===== config.mk =====
export PLATFORM = sky130hd
export DESIGN_NAME = ocr_overcurrent_response
export DESIGN_NICKNAME = d
export VERILOG_FILES = /design/src/ocr_pkg.sv /design/src/ocr_overcurrent_response.sv
export VERILOG_INCLUDE_DIRS = /design/src
export SDC_FILE = /design/constraint.sdc
export NUM_CORES = 1
export LEC_CHECK = 0
export BUFFER_PORTS_ARGS = -buffer_cell sky130_fd_sc_hd__buf_4
export CAP_MARGIN = 20
export CORE_MARGIN = 1
export CORE_UTILIZATION = 35
export CTS_BUF_LIST = sky130_fd_sc_hd__clkbuf_8
export DETAILED_ROUTE_END_ITERATION = 8
export MAX_ROUTING_LAYER = met4
export PLACE_DENSITY_LB_ADDON = 0.2
export SLEW_MARGIN = 20
export SYNTH_ARGS = -nofsm -noshare
export SYNTH_HDL_FRONTEND = slang
export SYNTH_SLANG_ARGS = --single-unit

===== constraint.sdc =====
create_clock -name core_clk -period 3.7 [get_ports core_clk]
set_input_delay 0.37 -clock core_clk [delete_from_list [all_inputs] [get_ports core_clk]]
set_output_delay 0.37 -clock core_clk [all_outputs]
set_load 0.005 [all_outputs]

===== src/ocr_params.svh =====
`ifndef OCR_PARAMS_SVH
`define OCR_PARAMS_SVH

// command codes and reset values
`define OCR_CMD_OC_CFG      8'h47
`define OCR_CMD_DIE_CFG     8'hD6
`define OCR_OC_CFG_RESET    8'h00
`define OCR_DIE_CFG_VALUE   8'hC0

// field positions of the overcurrent action byte
`define OCR_RESP_HI         7
`define OCR_RESP_LO         6
`define OCR_RETRY_HI        5
`define OCR_RETRY_LO        3
`define OCR_DELAY_HI        2
`define OCR_DELAY_LO        0
`define OCR_RETRY_FOREVER   3'h7
`define OCR_RETRY_NONE      3'h0

// timing
`define OCR_CLK_PERIOD_NS   5
`define OCR_MS_NS           1000000
`define OCR_MS_CYCLES       (`OCR_MS_NS / `OCR_CLK_PERIOD_NS)
`define OCR_DELAY_UNIT_MS   16

`endif


===== src/ocr_pkg.sv =====
package ocr_pkg;

  typedef enum logic [1:0] {
    OCR_RESP_CC    = 2'h0,
    OCR_RESP_UNSUP = 2'h1,
    OCR_RESP_DELAY = 2'h2,
    OCR_RESP_SHUT  = 2'h3
  } ocr_resp_type;

  typedef enum logic [2:0] {
    OCR_ST_OFF,
    OCR_ST_RUN,
    OCR_ST_LIMIT,
    OCR_ST_LATCHED,
    OCR_ST_RETRY,
    OCR_ST_HALT
  } ocr_state_type;

endpackage


===== src/ocr_overcurrent_response.sv =====
`timescale 1ns/100ps
`include "ocr_params.svh"

module ocr_overcurrent_response
#(
  parameter int   MS_TICK_CYCLES = `OCR_MS_CYCLES,
  parameter logic PAGE_ID        = 1'b0
)
(
  // clock and reset
  input  wire logic        core_clk,
  input  wire logic        resetn,
  // command port
  input  wire logic        page,
  input  wire logic [7:0]  cmd_code,
  input  wire logic        wr_strobe,
  input  wire logic [7:0]  wr_data,
  input  wire logic        rd_strobe,
  output logic      [7:0]  rd_data,
  output logic             rd_valid,
  output logic             cmd_reject,
  // fault clearing commands and nvm image
  input  wire logic        clear_faults,
  input  wire logic        restore_user_all,
  input  wire logic        vendor_soft_reset_cmd,
  input  wire logic [7:0]  nvm_cfg,
  // channel control
  input  wire logic        run_pin,
  input  wire logic        operation_on,
  input  wire logic        oc_detect,
  input  wire logic        other_fault_shutdown,
  input  wire logic        alert_mask,
  input  wire logic [15:0] restart_interval_setting,
  // channel outputs
  output logic             output_enable,
  output logic             current_limit_active,
  // status bits
  output logic             status_none_of_above,
  output logic             status_iout_oc,
  output logic             status_word_iout,
  output logic             status_iout_oc_fault,
  // open-drain alert, active low on the wire
  output logic             smbalert_out,
  output logic             smbalert_oe
);

  localparam logic [17:0] MS_LAST = 18'(MS_TICK_CYCLES - 1);

  logic [7:0]             cfg_r;
  logic [17:0]            ms_cnt_r;
  logic [15:0]            wait_r;
  logic                   cmd_on_q_r;
  logic                   oc_q_r;
  logic                   fault_r;
  logic                   alert_r;
  logic [7:0]             rd_data_r;
  logic                   rd_valid_r;
  logic                   cmd_reject_r;
  ocr_pkg::ocr_state_type state_r;
  ocr_pkg::ocr_resp_type  resp;
  logic [2:0]             retry_sel;
  logic [2:0]             delay_sel;
  logic                   cmd_on;
  logic                   on_cycle;
  logic                   clear_evt;
  logic                   reload;
  logic                   cfg_wr_ok;
  logic                   ms_tick;
  logic                   fault_event;
  logic                   limit_expire;
  logic                   tmr_load;

  // unsupported 01 behaves as constant-current
  function automatic ocr_pkg::ocr_resp_type resp_of(input logic [7:0] v);
    logic [1:0] r;
    r = v[`OCR_RESP_HI:`OCR_RESP_LO];
    if (r == 2'h1)
      return ocr_pkg::OCR_RESP_CC;
    return ocr_pkg::ocr_resp_type'(r);
  endfunction

  // next state after a shutdown decision
  function automatic ocr_pkg::ocr_state_type after_shut(input logic [2:0] rt);
    if (rt == `OCR_RETRY_FOREVER)
      return ocr_pkg::OCR_ST_RETRY;
    return ocr_pkg::OCR_ST_LATCHED;
  endfunction

  assign resp      = resp_of(cfg_r);
  assign retry_sel = cfg_r[`OCR_RETRY_HI:`OCR_RETRY_LO];
  assign delay_sel = cfg_r[`OCR_DELAY_HI:`OCR_DELAY_LO];
  assign cmd_on    = run_pin & operation_on;
  assign on_cycle  = cmd_on & ~cmd_on_q_r;
  assign reload    = restore_user_all | vendor_soft_reset_cmd;
  assign clear_evt = clear_faults | reload | on_cycle;
  assign ms_tick   = (ms_cnt_r == MS_LAST);

  // writes with the unsupported response code are refused
  assign cfg_wr_ok = wr_strobe & (cmd_code == `OCR_CMD_OC_CFG)
                   & (page == PAGE_ID)
                   & (wr_data[`OCR_RESP_HI:`OCR_RESP_LO] != 2'h1);

  // constant-current keeps running, so only a fresh edge counts
  assign fault_event = (state_r == ocr_pkg::OCR_ST_RUN) & cmd_on
                     & ~other_fault_shutdown & oc_detect
                     & (~oc_q_r | (resp != ocr_pkg::OCR_RESP_CC));

  assign limit_expire = (state_r == ocr_pkg::OCR_ST_LIMIT) & cmd_on
                      & ~other_fault_shutdown & oc_detect
                      & (wait_r == 16'h0000);

  // timed waits start on a fresh millisecond boundary
  assign tmr_load = fault_event | limit_expire;

  // configuration byte
  always_ff @(posedge core_clk or negedge resetn)
  begin
    if (!resetn)
      cfg_r <= `OCR_OC_CFG_RESET;
    else if (reload)
      cfg_r <= nvm_cfg;
    else if (cfg_wr_ok)
      cfg_r <= wr_data;
  end

  // command port answers
  always_ff @(posedge core_clk or negedge resetn)
  begin
    if (!resetn)
    begin
      rd_data_r    <= 8'h00;
      rd_valid_r   <= 1'b0;
      cmd_reject_r <= 1'b0;
    end
    else
    begin
      rd_valid_r   <= rd_strobe;
      cmd_reject_r <= wr_strobe & ~cfg_wr_ok
                    & ~((cmd_code == `OCR_CMD_OC_CFG) & (page != PAGE_ID));
      if (rd_strobe)
      begin
        if (cmd_code == `OCR_CMD_OC_CFG)
          rd_data_r <= cfg_r;
        else if (cmd_code == `OCR_CMD_DIE_CFG)
          rd_data_r <= `OCR_DIE_CFG_VALUE;
        else
          rd_data_r <= 8'h00;
      end
    end
  end

  // millisecond divider
  always_ff @(posedge core_clk or negedge resetn)
  begin
    if (!resetn)
      ms_cnt_r <= 18'h00000;
    else if (tmr_load || ms_tick)
      ms_cnt_r <= 18'h00000;
    else
      ms_cnt_r <= ms_cnt_r + 18'h00001;
  end

  // edge history
  always_ff @(posedge core_clk or negedge resetn)
  begin
    if (!resetn)
    begin
      cmd_on_q_r <= 1'b0;
      oc_q_r     <= 1'b0;
    end
    else
    begin
      cmd_on_q_r <= cmd_on;
      oc_q_r     <= oc_detect;
    end
  end

  // channel sequencing
  always_ff @(posedge core_clk or negedge resetn)
  begin
    if (!resetn)
    begin
      state_r <= ocr_pkg::OCR_ST_OFF;
      wait_r  <= 16'h0000;
    end
    else
    begin
      unique case (state_r)
        ocr_pkg::OCR_ST_OFF:
          if (cmd_on)
            state_r <= ocr_pkg::OCR_ST_RUN;
        ocr_pkg::OCR_ST_RUN:
          if (!cmd_on)
            state_r <= ocr_pkg::OCR_ST_OFF;
          else if (other_fault_shutdown)
            state_r <= ocr_pkg::OCR_ST_HALT;
          else if (fault_event)
          begin
            if (resp == ocr_pkg::OCR_RESP_DELAY)
            begin
              state_r <= ocr_pkg::OCR_ST_LIMIT;
              wait_r  <= 16'(delay_sel) * 16'(`OCR_DELAY_UNIT_MS);
            end
            else if (resp == ocr_pkg::OCR_RESP_SHUT)
            begin
              state_r <= after_shut(retry_sel);
              wait_r  <= restart_interval_setting;
            end
          end
        ocr_pkg::OCR_ST_LIMIT:
          if (!cmd_on)
            state_r <= ocr_pkg::OCR_ST_OFF;
          else if (other_fault_shutdown)
            state_r <= ocr_pkg::OCR_ST_HALT;
          else if (!oc_detect)
            state_r <= ocr_pkg::OCR_ST_RUN;
          else if (limit_expire)
          begin
            state_r <= after_shut(retry_sel);
            wait_r  <= restart_interval_setting;
          end
          else if (ms_tick)
            wait_r <= wait_r - 16'h0001;
        ocr_pkg::OCR_ST_LATCHED:
          if (!run_pin)
            state_r <= ocr_pkg::OCR_ST_OFF;
        ocr_pkg::OCR_ST_RETRY:
          if (!cmd_on)
            state_r <= ocr_pkg::OCR_ST_OFF;
          else if (other_fault_shutdown)
            state_r <= ocr_pkg::OCR_ST_HALT;
          else if (wait_r == 16'h0000)
            state_r <= ocr_pkg::OCR_ST_RUN;
          else if (ms_tick)
            wait_r <= wait_r - 16'h0001;
        ocr_pkg::OCR_ST_HALT:
          if (!cmd_on)
            state_r <= ocr_pkg::OCR_ST_OFF;
        default:
          state_r <= ocr_pkg::OCR_ST_OFF;
      endcase
    end
  end

  // sticky fault and alert, set wins over clear
  always_ff @(posedge core_clk or negedge resetn)
  begin
    if (!resetn)
    begin
      fault_r <= 1'b0;
      alert_r <= 1'b0;
    end
    else
    begin
      if (fault_event)
        fault_r <= 1'b1;
      else if (clear_evt)
        fault_r <= 1'b0;
      if (fault_event && !alert_mask)
        alert_r <= 1'b1;
      else if (clear_evt)
        alert_r <= 1'b0;
    end
  end

  assign output_enable = (state_r == ocr_pkg::OCR_ST_RUN)
                       | (state_r == ocr_pkg::OCR_ST_LIMIT);
  assign current_limit_active = oc_detect & output_enable
                       & ((resp == ocr_pkg::OCR_RESP_CC)
                          | (state_r == ocr_pkg::OCR_ST_LIMIT));

  assign status_none_of_above = fault_r;
  assign status_iout_oc       = fault_r;
  assign status_word_iout     = fault_r;
  assign status_iout_oc_fault = fault_r;
  assign smbalert_out         = 1'b0;
  assign smbalert_oe          = alert_r;
  assign rd_data              = rd_data_r;
  assign rd_valid             = rd_valid_r;
  assign cmd_reject           = cmd_reject_r;
endmodule


## Word level (Yosys, flattened, before mapping)

Cells that the tools add are included.

| word-level totals | value |
|---|---|
| word-level logic and storage cells | 143 |
| flip-flop bits (word level) | 59 |
| output and inout bits | 18 |

| operators by class | value |
|---|---|
| add/sub/neg operators | 2 |
| eq/ne operators | 30 |
| multiplexer cells | 56 |
| reduce and logical (&&, ||, !) cells | 13 |
| bitwise gates (word level) | 31 |

Operators with widths:

| kind | count |
|---|---|
| 2-to-1 mux 16 bit | 13 |
| 2-to-1 mux 3 bit | 18 |
| case mux 16 bit (3 select lines) | 1 |
| 2-to-1 mux 8 bit | 4 |
| inequality test 2 bit (second input constant) | 12 |
| adder 18 x 1 -> 18 bit (second input constant) | 1 |
| bitwise AND 1 bit | 18 |
| == test 18 bit (second input constant) | 1 |
| 2-to-1 mux 18 bit | 1 |
| case mux 3 bit (6 select lines) | 1 |
| logical NOT 16 bit | 1 |
| 2-to-1 mux 1 bit | 16 |
| subtractor 16 x 1 -> 16 bit (second input constant) | 1 |
| AND reduction 11 bit | 1 |
| inequality test 5 bit (second input constant) | 2 |
| == test 3 bit (second input constant) | 3 |
| == test 8 x 7 -> 1 bit (second input constant) | 1 |
| == test 8 bit (second input constant) | 1 |
| inequality test 4 bit (second input constant) | 2 |
| nonzero test 2 bit | 4 |
| OR 1 bit | 7 |
| AND reduction 7 bit | 1 |
| == test 3 x 2 -> 1 bit (second input constant) | 2 |
| NOT 1 bit | 6 |
| other kinds (12) | 14 |

## Depth between registers and ports, before layout

Gate-level depths: netlist of run 1.

| logic depth | value |
|---|---|
| depth after elaboration | 17 |
| depth in mapped cells | 9 |
| depth with buffers taken out | 8 |

## Least setup slack after synthesis of run 1

No wires, ideal clock.

| path | value |
|---|---|
| kind | flip-flop to flip-flop |
| from | register wait_r[0] |
| to | register state_r[0] |
| setup slack | 1.656 ns |
| required time | 3.605 ns |
| buffers on the path | 0 |
| cell stages (with the launch flop) | 9 |
| arrival time | 1.949 ns |
| library setup time | 0.095 ns |
| cell sequence | dfrtp_1 > inv_1 > ha_1 > nor2b_1 > nand4_2 > nor4_2 > nor3_2 > or2_4 > o31ai_1 |

| on the way | value |
|---|---|
| longest elaborated chain between the ends | 4 |
| elaborated cells on any way between the ends | 5 |

RTL lines:

| item | RTL line | RTL |
|---|---|---|
| start: declaration | ocr_overcurrent_response.sv:51 | `logic [15:0] wait_r;` |
| start signal: assignment | ocr_overcurrent_response.sv:202 | `` wait_r <= 16'(delay_sel) * 16'(`OCR_DELAY_UNIT_MS); `` |
| start signal: assignment | ocr_overcurrent_response.sv:207 | `wait_r <= restart_interval_setting;` |
| start signal: assignment | ocr_overcurrent_response.sv:220 | `wait_r <= restart_interval_setting;` |
| logical NOT 16 bit * | ocr_overcurrent_response.sv:110, ocr_overcurrent_response.sv:232 |  |
| bitwise AND 1 bit | ocr_overcurrent_response.sv:110 | `& (wait_r == 16'h0000);` |
| inequality test 5 bit (no line) | n/a |  |
| AND reduction 7 bit (no line) * | n/a |  |
| end signal: assignment | ocr_overcurrent_response.sv:231 | `state_r <= ocr_pkg::OCR_ST_HALT;` |
| end signal: assignment | ocr_overcurrent_response.sv:233 | `state_r <= ocr_pkg::OCR_ST_RUN;` |
| end signal: assignment | ocr_overcurrent_response.sv:238 | `state_r <= ocr_pkg::OCR_ST_OFF;` |
| end: declaration | ocr_overcurrent_response.sv:59 | `ocr_pkg::ocr_state_type state_r;` |

Mark *: on every way between the ends. The rest lies on a longest branch, timed or not.
A chain may end at the register's enable or synchronous reset.

## Worst setup path after layout of run 1

| path | value |
|---|---|
| from | register wait_r[0] |
| to | register wait_r[1] |

| on the way | value |
|---|---|
| longest elaborated chain between the ends | 7 |
| elaborated cells on any way between the ends | 14 |

RTL lines:

| item | RTL line | RTL |
|---|---|---|
| subtractor 16 x 1 -> 16 bit / logical NOT 16 bit (equally long branches) | n/a |  |
| 2-to-1 mux 16 bit / bitwise AND 1 bit (equally long branches) | ocr_overcurrent_response.sv:222, ocr_overcurrent_response.sv:234, ocr_overcurrent_response.sv:110 |  |
| 2-to-1 mux 16 bit | ocr_overcurrent_response.sv:217 | `else if (limit_expire)` |
| 2-to-1 mux 16 bit | ocr_overcurrent_response.sv:215 | `else if (!oc_detect)` |
| 2-to-1 mux 16 bit | ocr_overcurrent_response.sv:213 | `else if (other_fault_shutdown)` |
| 2-to-1 mux 16 bit | ocr_overcurrent_response.sv:211 | `if (!cmd_on)` |
| case mux 16 bit (3 select lines) | ocr_overcurrent_response.sv:188 | `unique case (state_r)` |

Parallel ways exist; a longest one is shown, timed or not. The select of a mux whose other input is x is not followed.

==> impl_results.md, run 1 <==
* Nets at 509
* Setup_tns at 0 ns
* Post-CTS Resized at 0
* Net Count, Synth at 446
* Minimum clock period after layout at 2.43 ns
* Critical path arrival at 2.68 ns
* Reg power frac at 42.5%
* Critical path, cell by cell: inv_1, ha_1, nor2b_1, nand4_2, nor4_2, or2_2, o21ai_0, o311ai_1
* Layout cell share with drive strength beyond 1 at 22.7%
* Placeable Area at 9730 um^2
* Crit share post-route at 65.7%
* Die height at 102 um
* Seq cells post-synth at 59
* Post-route cell area at 4260 um^2
* Slew headroom at 35.0%
* Critical path's top delay family: simple AND/OR/NAND/NOR gates
* Post-synth top area share at 42.1%
* Worst-path fanout max at 30
* # DRC at 0
* Top cell type by total area after synthesis: dfrtp_1
* Hold WC Path Type: in2async
* Final setup vio count at 0
* Power Internal at 1.42 mW
* Unrepaired setup endpoints after global routing: no
* Port bufs at 69
* Switching share of total power at 38.1%
* Synth unique cells at 63
* Die ar. at 10400 um^2
* Crit path max-delay cell type: or2_2
* Pins Over Slew Limit at 0
* P&R area growth vs syn at 21.4%
* Clock share of power at 24.8%
* Critical path class: reg2reg
* Initial DRC Count at 103
* Top-count cell post-synth: dfrtp_1
* Top cells by area, synth: dfrtp_1 42%, nor2_1 5.5%, a21oi_1 4.0%
* Initial Util at 36.1%
* Num rows at 36
* Layout Skew at 0.00667 ns
* Clk_lat worst skew at 0.35 ns
* Peak VDD IR at 0.000188 V
* Asr flop ratio synth at 100%
* Avg Inst Size Synth at 8.98 um^2
* CP Capture Type: register
* IO Pins at 71
* WL per Instance at 13.8 um
* Reg clk slew, reported paths at 0.07 ns
* Placed Instances at 576
* Largest net degree at the start of global routing at 60
* Post-CTS Setup Bufs at 0
* Slowest cell delay on critical path at 0.50 ns
* Total gr overflow at 0
* H-tree Lvls at 3
* Final ANT Viol Nets at 0
* Total Power at 2.30 mW
* First-pass GRT wire length at 13200 um
* Initial antenna violation count at 0
* CTS Sinks at 59
* TritonRoute pass-1 iters at 4
* Fin util at 43.8%
* Yosys Warn Count at 0
* Cell Area, Synth at 3510 um^2
* CTS Buffer Depth at 2
* CP Buf/Inv Count at 1
* DRT Wirelength at 8130 um
* Synth Instances at 391
* RePlAce Congestion at 0.827
* Max Freq at 411 MHz
* Root buf cell: clkbuf_8
* Via count at 3023
* Critical Path RT at 3.94 ns
* Proportion of power drawn by combinational gates at 32.8%
* GRT Util Overall at 17.1%
* Actual slew at the worst max-slew pin at 0.968 ns
* Pwr/cell area at 539 nW/um^2
* Run status: finished clean
* Hold_buf cts at 0
* Cts bufs inserted at 9
* CTS tree: built
* Psw at 0.875 mW
* Final hold viol count at 0
* Top post-synthesis cells by count: 59 x dfrtp_1, 51 x nor2_1, 28 x a21oi_1
* Final HPWL DP at 5880 um
* Number of diodes at 0
* Top_reg_cell synth: dfrtp_1
* Seq/Total Area, Yosys at 42.1%
* CP startpoint kind: register
* Die Width at 102 um
* Vias in the first global route at 2745
* P_leak at 1.91 nW
* Vias per cell at 5.12
* Fin cells at 591
* Maxcap violations at 0
* DP Area at 4080 um^2
* Post-synth EDFFs at 0
## cell families (layout without fill, tap and decap cells)
logic type | Yosys count | in the layout | share of synthesized area [%]
XOR/XNOR | 17 | 17 | 4.24
AO/OA/AOI/OAI | 100 | 100 | 17.9
AND/OR/NAND/NOR | 161 | 161 | 26.3
buffers and inverters | 41 | 108 | 5.88
other | 1 | 1 | 0.107
adder cells (fa/ha/maj) | 3 | 3 | 0.998
flip-flops | 59 | 59 | 42.1
multiplexers | 9 | 9 | 2.57
## power by group through the flow
stage	registers (mW)	logic (mW)	clock network, mW
final	0.976	0.753	0.569
after global routing	1.00	0.853	0.609
after CTS	0.972	0.759	0.584
after detailed placement	0.983	0.758	0
after global placement	0.980	0.745	0
after floorplan	0.921	0.612	0
## layout make-up
type                    count  area (um^2)
fillers                  1005         5470
multi-input cells         291         1830
flip-flops and latches     59         1480
repair buffers             69          518
well taps                 133          166
clock buffers               9          124
inverters                  24         90.1
clock inverters             6         57.6
## state kept, by name, indices dropped and copies added (netlist names)
name	cells
ms_cnt_r	18
wait_r	16
cfg_r	8
rd_data	8
state_r	3
cmd_on_q_r	1
cmd_reject	1
oc_q_r	1
rd_valid	1
smbalert_oe	1
status_iout_oc	1
## final timing paths
path | start | end | slack, ns | depth (start not counted)
min in group core_clk | oc_detect | oc_q_r | 0.17 | 1
max reg2reg | wait_r[0] | wait_r[1] | 1.27 | 8
min reg2reg | ms_cnt_r[0] | ms_cnt_r[0] | 0.49 | 1
max | wait_r[0] | wait_r[1] | 1.27 | 8
min | resetn | wait_r[7] | 0.1 | 1
max in group asynchronous | resetn | rd_data[2] | 3.09 | 1
## per-layer routing
| metal | vias up | share of wire [%] | global-route usage, % |
|---|---|---|---|
| met5 | - | 0 | - |
| met4 | 0 | 1.7 | 6.92 |
| met3 | 10 | 4.1 | 3.56 |
| met2 | 61 | 43 | 24.8 |
| met1 | 1433 | 51 | 23.1 |
| li1 | 1519 | - | - |
## layout by cell type, fill, tap and decap left out, drive strengths merged, types with 7 or more instances in the layout
cell    synthesis  routed
a21oi          28      28
clkbuf          2       9
nor2           53      53
xor2            9       9
inv            24      24
and3            8       8
nand2          24      24
mux2i           9       9
o21ai          34      34
xnor2           8       8
buf            15      69
o31a            7       7
nand3          22      22
nor3           12      12
dfrtp          59      59
## through the flow
step / hold WS (ns) / setup slack, ns
final: 0.0974 / 1.27
after global routing: 0.167 / 1.01
after CTS: 0.131 / 1.28
after detailed placement: 0.492 / 1.29
after global placement: 0.473 / 1.40
after floorplan: 0.0744 / 1.66
No activity file was read; power rests on OpenSTA's default activity.
==> run 2: changes to the inputs <==
Clock period 3.7 ns to 2.3 ns, I/O delays scaled along.
==> impl_results.md, run 2 (synthesis gave the netlist of run 1 again) <==
* Initial antenna violation count at 0
* Number of diodes at 0
* # DRC at 0
* Nets at 526
* GRT Util Overall at 17.9%
* Run status: finished clean
* Wl on met1 at 4260 um
* Reg clk slew, reported paths at 0.07 ns
* First-pass GRT wire length at 14000 um
* Max reg flops at 18
* WL per Instance at 13.8 um
* Critical Path RT at 2.54 ns
* CP Buf/Inv Count at 1
* Slew headroom at 49.8%
* Unrepaired setup endpoints after global routing: no
* Top layer in use: met4
* Area of the multi-input gates at 1840 um^2
* Critical path class: reg2reg
* Largest registers: ms_cnt_r (18), wait_r (16)
* Vias per cell at 5.04
* Slowest cell delay on critical path at 0.40 ns
* Post-route cell area at 4430 um^2
* Setup_tns at 0 ns
* Initial DRC Count at 100
* Setup WS pre-CTS at 0.109 ns
* Met3 Wirelength at 329 um
* CTS tree: built
* FF+latch area at 1480 um^2
* Die Width at 102 um
* Max Freq at 470 MHz
* CTS Buffer Depth at 2
* Met2 wire len at 3750 um
* Pwr/cell area at 877 nW/um^2
* P&R area growth vs syn at 26.3%
* Largest net degree at the start of global routing at 60
* Critical path's top delay family: simple AND/OR/NAND/NOR gates
* Cts bufs inserted at 9
* H-tree Lvls at 3
* Clk_lat worst skew at 0.34 ns
* CP startpoint kind: register
* Worst-path fanout max at 5
* Maxcap violations at 0
* Num rows at 36
* Layout Skew at 0.00897 ns
* CTS Sinks at 59
* Critical path, cell by cell: inv_1, ha_1, nor2b_1, nand4_4, nor4_4, nor3_2, or2_4, o31ai_1
* Layout cell share with drive strength beyond 1 at 24.8%
* DP Area at 4210 um^2
* Most frequent cells in the layout: 84 x buf_4, 59 x dfrtp_1, 51 x nor2_1, 28 x a21oi_1, 26 x inv_1
* Post-CTS Setup Bufs at 0
* Placeable Area at 9730 um^2
* Layout fillers at 955
* Actual slew at the worst max-slew pin at 0.753 ns
* Port bufs at 69
* P_leak at 2.02 nW
* Crit share post-route at 92.4%
* IO Pins at 71
* Minimum clock period after layout at 2.13 ns
* TritonRoute pass-1 iters at 4
* Vias in the first global route at 2961
* DRT Wirelength at 8400 um
* RePlAce Congestion at 0.853
* Peak VDD IR at 0.000314 V
* R2R Setup Slk at 0.17 ns
* Final hold viol count at 0
* Crit path max-delay cell type: dfrtp_1
* Initial Util at 36.1%
* Hold WC Path Type: in2reg
* Pins Over Slew Limit at 0
* CP Capture Type: register
* Final setup vio count at 0
* Total Power at 3.89 mW
* Via count at 3067
* Total gr overflow at 0
* Setup ws final at 0.174 ns
* Critical path arrival at 2.37 ns
* Commonest non-fill, non-tap cell in the layout: buf_4
* Final HPWL DP at 6330 um
* Top reg by flops: ms_cnt_r
* Final ANT Viol Nets at 0
* Root buf cell: clkbuf_8
* Die ar. at 10400 um^2
* Die height at 102 um
run 2: cell types whose count changed in the layout (fill, tap and decap cells not counted), sizes merged:
cell,previous run,this run
buf,69,85
clkbuf,9,11
clkinv,4,1
clkinvlp,1,0
dlygate4sd3,0,1
inv,24,26
run 2: final timing paths:
kind                             start           to  cells past startpoint
max                          wait_r[0]   state_r[0]                      8
min                          oc_detect       oc_q_r                      1
max reg2reg                  wait_r[0]   state_r[0]                      8
min reg2reg                ms_cnt_r[0]  ms_cnt_r[0]                      1
max in group asynchronous       resetn    wait_r[6]                      2
min in group asynchronous       resetn    wait_r[3]                      2
run 2: through the flow:
| step | utilization [%] | hold WS [ns] | std cells |
|---|---|---|---|
| 5_1_grt | 45.6 | 0.0237 | 608 |
| 2_1_floorplan | - | -0.0656 | 391 |
| 4_1_cts | 45.4 | 0.0206 | 608 |
| 6_report | 45.6 | 0.0404 | 608 |
| 3_5_place_dp | 43.3 | 0.370 | 592 |
| 3_3_place_gp | 43.3 | 0.364 | 592 |
run 2: timing repair:
item,in CTS,in global routing
hold buffers,1,0
resized for setup,0,2
endpoints found under the setup margin,0,4
hold endpoints to repair,21,0
run 2: layout make-up:
type	instances	area share, %
Clock buffer	11	3.42
Inverter	24	2.03
Sequential cell	59	33.3
Clock inverter	4	0.960
Tap cell	133	3.75
Multi-Input combinational cell	291	41.6
Timing Repair Buffer	86	14.9
run 2: where the power goes:
group          switching [mW]  internal [mW]  total (mW)  leakage (nW)
clock network           0.398          0.544       0.942         0.108
logic                   0.777          0.642        1.42          1.15
registers               0.261           1.27        1.53         0.757
total                    1.44           2.45        3.89          2.02
run 2: routing by layer:
layer,vias to the layer above,track usage (%)
met5,-,-
met1,1456,24.9
met2,56,25.0
li1,1549,-
met3,6,3.90
met4,0,7.25
